### src/pkg/tcc_pkg.sv
// Purpose: constants and types of the 16-bit timer control slice
// Assumes: byte-wide register port, one 100 MHz clock
// Notes: offsets are byte addresses on the register port
//
// Summary of operation
// - filter output changes after four equal samples
// - filtered capture lags unfiltered by four cycles
// - edge select: zero falling, one rising
// - capture copies counter into capture register
// - capture sets flag; irq only when enabled
// - capture off when capture register is top
// - clock select 0 stop,1,8,64,256,1024 divide
// - select 6 falling, 7 rising external clock
// - force strobes act only in non-pwm modes
// - force applies compare action to its output
// - force sets no flag, never clears counter
// - force bits are strobes reading zero
// - 16-bit access through shared high temp byte
// - counter write blocks next timer clock match
// - capture source pin or analog comparator
// - low byte at base, high at base+1
// - capture-top modes set flag at top
// - flag clears on vector or written one
// - capture top 8,10,12,14; compare top 4,9,11,15
package tcc_pkg;

    // ------------------------------------------------
    // register offsets
    // ------------------------------------------------
    localparam logic [7:0] OFS_CTRL_A = 8'h80;
    localparam logic [7:0] OFS_CTRL_B = 8'h81;
    localparam logic [7:0] OFS_CTRL_C = 8'h82;
    localparam logic [7:0] OFS_CNT = 8'h84;
    localparam logic [7:0] OFS_CAP = 8'h86;
    localparam logic [7:0] OFS_CMPA = 8'h88;
    localparam logic [7:0] OFS_STAT = 8'h8c;
    localparam logic [7:0] OFS_IEN = 8'h8d;
    localparam logic [7:0] OFS_HIGH = 8'h01;

    // ------------------------------------------------
    // field positions
    // ------------------------------------------------
    localparam int B_NOISE = 7;
    localparam int B_EDGE = 6;
    localparam int B_WM3 = 4;
    localparam int B_WM2 = 3;
    localparam int B_FORCE_A = 7;
    localparam int B_FORCE_B = 6;
    localparam int B_ACT_A = 6;
    localparam int B_ACT_B = 4;
    localparam int B_FLAG = 0;
    localparam int B_CAP_IEN = 0;
    localparam int B_CAP_SRC = 1;
    localparam logic [7:0] CTRL_B_MASK = 8'hdf;

    // ------------------------------------------------
    // reset values and counts
    // ------------------------------------------------
    localparam logic [7:0] RST_BYTE = 8'h00;
    localparam logic [15:0] RST_WORD = 16'h0000;
    localparam logic [15:0] MAX_WORD = 16'hffff;
    localparam int FILT_SAMPLES = 4;
    localparam int PRE_W = 10;

    // ------------------------------------------------
    // clock select and compare action codes
    // ------------------------------------------------
    localparam logic [2:0] CS_STOP = 3'h0;
    localparam logic [2:0] CS_DIV1 = 3'h1;
    localparam logic [2:0] CS_DIV8 = 3'h2;
    localparam logic [2:0] CS_DIV64 = 3'h3;
    localparam logic [2:0] CS_DIV256 = 3'h4;
    localparam logic [2:0] CS_DIV1024 = 3'h5;
    localparam logic [2:0] CS_EXT_FALL = 3'h6;
    localparam logic [2:0] CS_EXT_RISE = 3'h7;
    localparam logic [1:0] ACT_TOGGLE = 2'h1;
    localparam logic [1:0] ACT_CLEAR = 2'h2;
    localparam logic [1:0] ACT_SET = 2'h3;

    typedef struct packed {
        logic [7:0] addr;
        logic [7:0] wdata;
        logic wr;
        logic rd;
    } tcc_bus_t;

    typedef struct packed {
        logic capture_pin;
        logic comparator_out;
        logic ext_count_clock_pin;
    } tcc_pins_t;

endpackage

### src/core/tcc_timer.sv
// Purpose: capture, clock select, force and 16-bit access of timer
// Assumes: pins synchronous to clock; one access per cycle
// Notes: waveform pwm output shaping and compare b are elsewhere
//
// The strobed register port was chosen for this implementation.
`timescale 1ns/1ps

module tcc_timer (
    // clock and reset
    input wire logic clock,
    input wire logic srst,
    // register port
    input wire tcc_pkg::tcc_bus_t bus,
    output logic [7:0] rdata,
    // external pins
    input wire tcc_pkg::tcc_pins_t pins,
    // interrupt handshake
    input wire logic capture_vector_taken,
    output logic capture_irq,
    // waveform outputs
    output logic wave_out_a,
    output logic wave_out_b
);
    import tcc_pkg::*;

    // ------------------------------------------------
    // registers
    // ------------------------------------------------
    logic [7:0] ctrl_a_q;
    logic [7:0] ctrl_b_q;
    logic [7:0] temp_q;
    logic [15:0] cnt_q;
    logic [15:0] cap_q;
    logic [15:0] cmpa_q;
    logic flag_q;
    logic [1:0] ien_q;
    logic [PRE_W-1:0] pre_q;
    logic ext_prev_q;
    logic [FILT_SAMPLES-1:0] samp_q;
    logic filt_q;
    logic lvl_prev_q;
    logic blk_q;
    logic [7:0] rdata_q;
    logic irq_q;
    logic wa_q;
    logic wb_q;

    // ------------------------------------------------
    // address decode
    // ------------------------------------------------
    wire wr = bus.wr;
    wire rd = bus.rd;
    wire [7:0] a = bus.addr;
    wire [7:0] wd = bus.wdata;
    wire hit_a = a == OFS_CTRL_A;
    wire hit_b = a == OFS_CTRL_B;
    wire hit_c = a == OFS_CTRL_C;
    wire hit_cnt_l = a == OFS_CNT;
    wire hit_cnt_h = a == OFS_CNT + OFS_HIGH;
    wire hit_cap_l = a == OFS_CAP;
    wire hit_cap_h = a == OFS_CAP + OFS_HIGH;
    wire hit_cmp_l = a == OFS_CMPA;
    wire hit_cmp_h = a == OFS_CMPA + OFS_HIGH;
    wire hit_st = a == OFS_STAT;
    wire hit_ien = a == OFS_IEN;
    wire any_hi = hit_cnt_h | hit_cap_h | hit_cmp_h;

    // ------------------------------------------------
    // mode decode
    // ------------------------------------------------
    wire [3:0] wave_mode_field = {ctrl_b_q[B_WM3], ctrl_b_q[B_WM2],
                                  ctrl_a_q[1:0]};
    wire [2:0] count_clock_select = ctrl_b_q[2:0];
    wire capture_noise_filter_en = ctrl_b_q[B_NOISE];
    wire capture_edge_select = ctrl_b_q[B_EDGE];
    wire [1:0] act_a = ctrl_a_q[B_ACT_A +: 2];
    wire [1:0] act_b = ctrl_a_q[B_ACT_B +: 2];
    wire cap_top = wave_mode_field == 4'h8
                 | wave_mode_field == 4'ha
                 | wave_mode_field == 4'hc
                 | wave_mode_field == 4'he;
    wire cmp_top = wave_mode_field == 4'h4
                 | wave_mode_field == 4'h9
                 | wave_mode_field == 4'hb
                 | wave_mode_field == 4'hf;
    wire non_pwm = wave_mode_field == 4'h0
                 | wave_mode_field == 4'h4
                 | wave_mode_field == 4'hc;
    wire [15:0] top_val = cap_top ? cap_q
                        : cmp_top ? cmpa_q
                        : MAX_WORD;

    // ------------------------------------------------
    // clock source
    // ------------------------------------------------
    // one shared divider; taps fire once per period
    wire tap8 = &pre_q[2:0];
    wire tap64 = &pre_q[5:0];
    wire tap256 = &pre_q[7:0];
    wire tap1024 = &pre_q[9:0];
    wire ext_now = pins.ext_count_clock_pin;
    wire ext_fall = ext_prev_q & ~ext_now;
    wire ext_rise = ~ext_prev_q & ext_now;
    logic tick;
    always_comb begin
        unique case (count_clock_select)
            CS_STOP: tick = 1'b0;
            CS_DIV1: tick = 1'b1;
            CS_DIV8: tick = tap8;
            CS_DIV64: tick = tap64;
            CS_DIV256: tick = tap256;
            CS_DIV1024: tick = tap1024;
            CS_EXT_FALL: tick = ext_fall;
            CS_EXT_RISE: tick = ext_rise;
        endcase
    end

    // ------------------------------------------------
    // capture input path
    // ------------------------------------------------
    // source mux sits ahead of the filter so both share it
    wire cap_src = ien_q[B_CAP_SRC] ? pins.comparator_out
                                    : pins.capture_pin;
    wire samp_same = &samp_q | ~|samp_q;
    wire lvl = capture_noise_filter_en ? filt_q : samp_q[0];
    wire edge_hit = capture_edge_select ? (lvl & ~lvl_prev_q)
                                        : (~lvl & lvl_prev_q);
    wire cap_evt = edge_hit & ~cap_top;

    // ------------------------------------------------
    // counter and compare
    // ------------------------------------------------
    wire cnt_wr = wr & hit_cnt_l;
    wire at_top = cnt_q == top_val;
    wire [15:0] cnt_inc = at_top ? RST_WORD : cnt_q + 16'h0001;
    wire match_a = tick & ~blk_q & cnt_q == cmpa_q;
    wire top_flag = tick & at_top & cap_top;
    wire force_ok = wr & hit_c & non_pwm;
    wire force_a = force_ok & wd[B_FORCE_A];
    wire force_b = force_ok & wd[B_FORCE_B];

    function automatic logic apply(input logic cur,
                                   input logic [1:0] act);
        logic r;
        r = cur;
        unique case (act)
            ACT_TOGGLE: r = ~cur;
            ACT_CLEAR: r = 1'b0;
            ACT_SET: r = 1'b1;
            default: r = cur;
        endcase
        return r;
    endfunction

    // pwm output shaping lives in the waveform unit
    wire wa_next = (force_a | (match_a & non_pwm))
                 ? apply(wa_q, act_a) : wa_q;
    wire wb_next = force_b ? apply(wb_q, act_b) : wb_q;

    // ------------------------------------------------
    // read mux
    // ------------------------------------------------
    logic [7:0] rd_mux;
    always_comb begin
        rd_mux = RST_BYTE;
        if (hit_a)
            rd_mux = ctrl_a_q;
        if (hit_b)
            rd_mux = ctrl_b_q;
        if (hit_cnt_l)
            rd_mux = cnt_q[7:0];
        if (hit_cap_l)
            rd_mux = cap_q[7:0];
        if (hit_cmp_l)
            rd_mux = cmpa_q[7:0];
        if (any_hi)
            rd_mux = temp_q;
        if (hit_st)
            rd_mux = {7'h00, flag_q};
        if (hit_ien)
            rd_mux = {6'h00, ien_q};
    end // hit_c falls through to zero

    // ------------------------------------------------
    // sequential
    // ------------------------------------------------
    wire flag_set = cap_evt | top_flag;
    wire flag_clr = capture_vector_taken
                  | (wr & hit_st & wd[B_FLAG]);

    always_ff @(posedge clock) begin
        if (srst) begin
            ctrl_a_q <= RST_BYTE;
            ctrl_b_q <= RST_BYTE;
            ien_q <= 2'h0;
        end else begin
            if (wr & hit_a)
                ctrl_a_q <= wd;
            if (wr & hit_b)
                ctrl_b_q <= wd & CTRL_B_MASK;
            if (wr & hit_ien)
                ien_q <= wd[1:0];
        end
    end

    // temp byte shared by every 16-bit pair
    always_ff @(posedge clock) begin
        if (srst)
            temp_q <= RST_BYTE;
        else if (wr & any_hi)
            temp_q <= wd;
        else if (rd & hit_cnt_l)
            temp_q <= cnt_q[15:8];
        else if (rd & hit_cap_l)
            temp_q <= cap_q[15:8];
        else if (rd & hit_cmp_l)
            temp_q <= cmpa_q[15:8];
    end

    // a software write wins over a same-cycle count
    always_ff @(posedge clock) begin
        if (srst)
            cnt_q <= RST_WORD;
        else if (cnt_wr)
            cnt_q <= {temp_q, wd};
        else if (tick)
            cnt_q <= cnt_inc;
    end

    always_ff @(posedge clock) begin
        if (srst)
            blk_q <= 1'b0;
        else if (cnt_wr)
            blk_q <= 1'b1;
        else if (tick)
            blk_q <= 1'b0;
    end

    always_ff @(posedge clock) begin
        if (srst)
            cap_q <= RST_WORD;
        else if (cap_evt)
            cap_q <= cnt_q;
        else if (wr & hit_cap_l)
            cap_q <= {temp_q, wd};
    end

    always_ff @(posedge clock) begin
        if (srst)
            cmpa_q <= RST_WORD;
        else if (wr & hit_cmp_l)
            cmpa_q <= {temp_q, wd};
    end

    // set beats a same-cycle clear so no event is lost
    always_ff @(posedge clock) begin
        if (srst)
            flag_q <= 1'b0;
        else
            flag_q <= flag_set | (flag_q & ~flag_clr);
    end

    always_ff @(posedge clock) begin
        if (srst)
            pre_q <= '0;
        else
            pre_q <= pre_q + PRE_W'(1);
    end

    always_ff @(posedge clock) begin
        if (srst) begin
            ext_prev_q <= 1'b0;
            samp_q <= '0;
            filt_q <= 1'b0;
            lvl_prev_q <= 1'b0;
        end else begin
            ext_prev_q <= ext_now;
            samp_q <= {samp_q[FILT_SAMPLES-2:0], cap_src};
            if (samp_same)
                filt_q <= samp_q[FILT_SAMPLES-1];
            lvl_prev_q <= lvl;
        end
    end

    // ------------------------------------------------
    // outputs
    // ------------------------------------------------
    always_ff @(posedge clock) begin
        if (srst) begin
            rdata_q <= RST_BYTE;
            irq_q <= 1'b0;
            wa_q <= 1'b0;
            wb_q <= 1'b0;
        end else begin
            rdata_q <= rd ? rd_mux : RST_BYTE;
            irq_q <= flag_q & ien_q[B_CAP_IEN] & ~flag_clr;
            wa_q <= wa_next;
            wb_q <= wb_next;
        end
    end

    assign rdata = rdata_q;
    assign capture_irq = irq_q;
    assign wave_out_a = wa_q;
    assign wave_out_b = wb_q;

endmodule

### config.mk
export PLATFORM = sky130hd
export DESIGN_NAME = tcc_timer
export DESIGN_NICKNAME = d
export VERILOG_FILES = /design/src/pkg/tcc_pkg.sv /design/src/core/tcc_timer.sv
export SDC_FILE = /design/constraint.sdc
export NUM_CORES = 1
export LEC_CHECK = 0
export ABC_AREA = 0
export BUFFER_PORTS_ARGS = -buffer_cell sky130_fd_sc_hd__buf_4
export CORE_MARGIN = 2
export CORE_UTILIZATION = 54
export CTS_CLUSTER_SIZE = 12
export DETAILED_ROUTE_END_ITERATION = 10
export HOLD_SLACK_MARGIN = 0.1
export PLACE_DENSITY = 0.72
export SLEW_MARGIN = 10
export SYNTH_ARGS = -nofsm -noshare
export SYNTH_HDL_FRONTEND = slang
export SYNTH_SLANG_ARGS = --single-unit
### constraint.sdc
create_clock -name clock -period 4.8 [get_ports clock]
set_input_delay 0.72 -clock clock [delete_from_list [all_inputs] [get_ports clock]]
set_output_delay 0.72 -clock clock [all_outputs]
set_load 0.01 [all_outputs]
==> flow_summary.toml <==
[outcome]
status = "completed"

[power_and_ir_drop]
p_comb_share_pct = 8.0
cellPowerDensity_nw_per_um2 = 242
power_frac_seq_pct = 56.8
swShare_pct = 27.9
ir_worst_vdd_mv = 0.283
clkPwrFrac_pct = 35.2
power_switching_uw = 432
p_int_mw = 1.12
leakagePower_nw = 2.27

[synth]
synth_edf_count = 0
synth_common_cells = "dfxtp_1 (103), nor2_1 (91), nand2_1 (54), clkbuf_1 (51), a21oi_1 (48)"
syn-cell-area_sq_um = 5960
syn_inst = 759
syn-mean-instance-area_sq_um = 7.85
ys_ff_latch = 103
yosys.area.top_type_share_pct = 34.6
synth_cell_types = 58
synth_most_common_cell = "dfxtp_1"
yosysSeqAreaShare_pct = 34.6
synth_area_leaders = "dfxtp_1 (35%), mux2i_1 (7.2%), nor2_1 (5.7%)"
synthArstFlopShare_pct = 0
ys.flop_type = "dfxtp_1"
synth_top_area_cell = "dfxtp_1"
synth_fp_nets = 786
synth_warnings = 0

[finish]
final_cells = 898
antennaDiodeCount = 0
synthToLayoutAreaGrowth_pct = 7.58
drive_above_1_share_pct = 10.3
fillerInstances = 994
nNetsFinal = 780
fin_util_pct = 59.4
design_area_sq_um = 6410

[clocking]
cts_tree = "built"
h-tree-depth = 3
post-cts-setup-buffers = 0
postCtsHoldBufs = 0
cts_buffer_depth = 2
cts.sinks = 103
cts.clk_slew.worst_paths_ns = 0.10
numCtsBuffers = 9
clk_latency_ns = 0.40
cts_resized = 0
root_buffer = "clkbuf_8"

[sta]
max-slew-margin-rel_pct = 34.1
period_share_pct = 69.3
hold_viol = 0
setup_tns_ns = 0
slew_viol_final = 0
fin_ws_ns = 1.48
worst_pin_slew_ns = 0.984
fmax_ghz = 0.301
setup_viol = 0
fin_crit_ns = 3.32
rsz0062_at_grt = "false"
finClkSkew_ns = 0.00825

[min_path]
hold_class = "reg -> reg"

[floorplanning]
initial_core_util_pct = 55.2
num_rows = 38
die_area_sq_um = 11900
die_x_um = 109
ioPinCount = 35
fp.coreArea_sq_um = 10800
dieHeight_um = 109

[setup_path]
reg2reg_depth = 7
cp-start-kind = "register"
r2r_start = "ctrl_b_q[4]$_SDFFE_PP0P_"
crit_start = "ctrl_b_q[4]$_SDFFE_PP0P_"
worst-setup-path-type = "reg -> reg"
cp-endpoint = "flag_q$_SDFF_PP0_"
r2r_end = "flag_q$_SDFF_PP0_"
cp.arrival_ns = 3.65
end_kind = "register"
rrSetupSlack_ns = 1.48
worst-path-max-fanout = 16
required_ns = 5.13

[placement]
dp_slack_ns = 1.27
placed_cells = 882
gp_congestion = 0.999
io_buffer_count = 34
hpwl_um = 13800
place_area_sq_um = 6220

[global_routing]
grt_pass1_vias = 5365
antenna_found_initial = 0
track_usage_pct = 34.4
grt_pass1_wl_um = 30500
grt_max_degree = 87
overflow = 0

[routing]
ant_nets = 0
drtPass1Iterations = 8
drtIter0Drc = 737
wl_per_cell_um = 22.1
route.detailed.drc = 0
vias_per_cell = 6.59
vias = 5918
finalWirelength_um = 19800

[flow_run]
drv_cap = 0
## cells by family after synthesis
logic type | after synthesis | synth area share [%]
AOI/OAI and AO/OA | 190 | 21.0
adders and majority gates | 3 | 0.630
buffers and inverters | 79 | 5.19
muxes | 54 | 9.30
DFF | 103 | 34.6
xor gates and xnor gates | 11 | 1.62
and+or+nand+nor | 319 | 27.6
## power groups by stage
stage / sequential [mW] / clock (mW) / combinational [mW]
floorplan: 0.892 / 0 / 0.0745
global placement: 0.899 / 0 / 0.118
detailed placement: 0.899 / 0 / 0.120
CTS: 0.880 / 0.553 / 0.120
global route: 0.883 / 0.580 / 0.131
finish: 0.881 / 0.545 / 0.123
## flip-flops by register name, summed over array words and instances (netlist names)
name and count:
cap_q 16, cmpa_q 16, cnt_q 16, pre_q 10, ctrl_a_q 8, rdata 8, temp_q 8, ctrl_b_q 7
samp_q 4, ien_q 2, blk_q 1, capture_irq 1, ext_prev_q 1, filt_q 1, flag_q 1, lvl_prev_q 1
wave_out_a 1, wave_out_b 1
## worst min-delay path by stage
stage | end | start | cells past startpoint | slack (ns)
floorplan | pre_q[0]$_SDFF_PP0_ | pre_q[0]$_SDFF_PP0_ | 1 | 0.43
global placement | filt_q$_SDFFE_PP0P_ | samp_q[3]$_SDFF_PP0_ | 2 | 0.44
detailed placement | pre_q[0]$_SDFF_PP0_ | pre_q[0]$_SDFF_PP0_ | 1 | 0.45
CTS | filt_q$_SDFFE_PP0P_ | samp_q[3]$_SDFF_PP0_ | 2 | 0.48
global route | samp_q[3]$_SDFF_PP0_ | samp_q[2]$_SDFF_PP0_ | 1 | 0.52
finish | filt_q$_SDFFE_PP0P_ | samp_q[3]$_SDFF_PP0_ | 2 | 0.47
## layout by cell type (no fill, tap or decap), types with 3 or more instances in the layout
cell type,Yosys,final
a211o_1,3,3
a211oi_1,20,20
a21oi_1,48,47
a221oi_1,8,8
a22oi_1,9,9
a31oi_1,5,5
a32oi_1,9,9
and3_1,12,12
and4_1,5,5
buf_4,0,39
clkbuf_8,0,10
clkinv_4,0,4
dfxtp_1,103,103
ha_1,3,3
inv_1,23,23
mux2_2,11,11
mux2i_1,43,43
nand2_1,54,54
nand2b_1,31,31
nand3_1,44,44
nand3b_1,6,6
nand4_1,10,10
nor2_1,91,91
nor2b_1,24,24
nor3_1,6,5
nor3b_1,8,8
nor4_1,6,5
o2111ai_1,9,9
o211ai_1,9,9
o21a_1,4,4
o21ai_0,41,41
o22ai_1,6,6
or2_2,4,4
or3_1,6,6
or3b_1,3,3
or3b_2,3,3
xnor2_1,6,6
xor2_1,5,5
## worst max-delay path, stage by stage, from the launching register on
cell	delay [ns]
dfxtp_1	0.69
nand2b_1	0.41
o21a_1	0.32
a2111oi_0	0.41
nand4_1	0.21
a2111o_1	0.62
or3_1	0.43
a21oi_1	0.15
## routing by layer
| layer | vias to the layer above | GRT usage, % | routed length, um |
|---|---|---|---|
| li1 | 2733 | - | - |
| met1 | 2822 | 47.3 | 8570 |
| met2 | 312 | 50.3 | 8610 |
| met3 | 51 | 9.80 | 1950 |
| met4 | 0 | 14.5 | 689 |
| met5 | - | 0 | 0 |
## final cells by class
type | instances | area (sq um) | area share (%)
multi-input cells | 577 | 3600 | 56.2
flip-flops and latches | 103 | 2060 | 32.2
clock inverters | 6 | 53.8 | 0.839
inverters | 23 | 86.3 | 1.35
repair buffers | 39 | 293 | 4.57
clock buffers | 10 | 138 | 2.15
well taps | 140 | 175 | 2.73
## stage by stage
stage	hold WS (ns)	total power [mW]
after floorplan	0.430	0.967
after detailed placement	0.455	1.02
after global placement	0.440	1.02
final	0.471	1.55
after CTS	0.476	1.55
after global routing	0.516	1.59
Power figures use the tool's default switching activity.
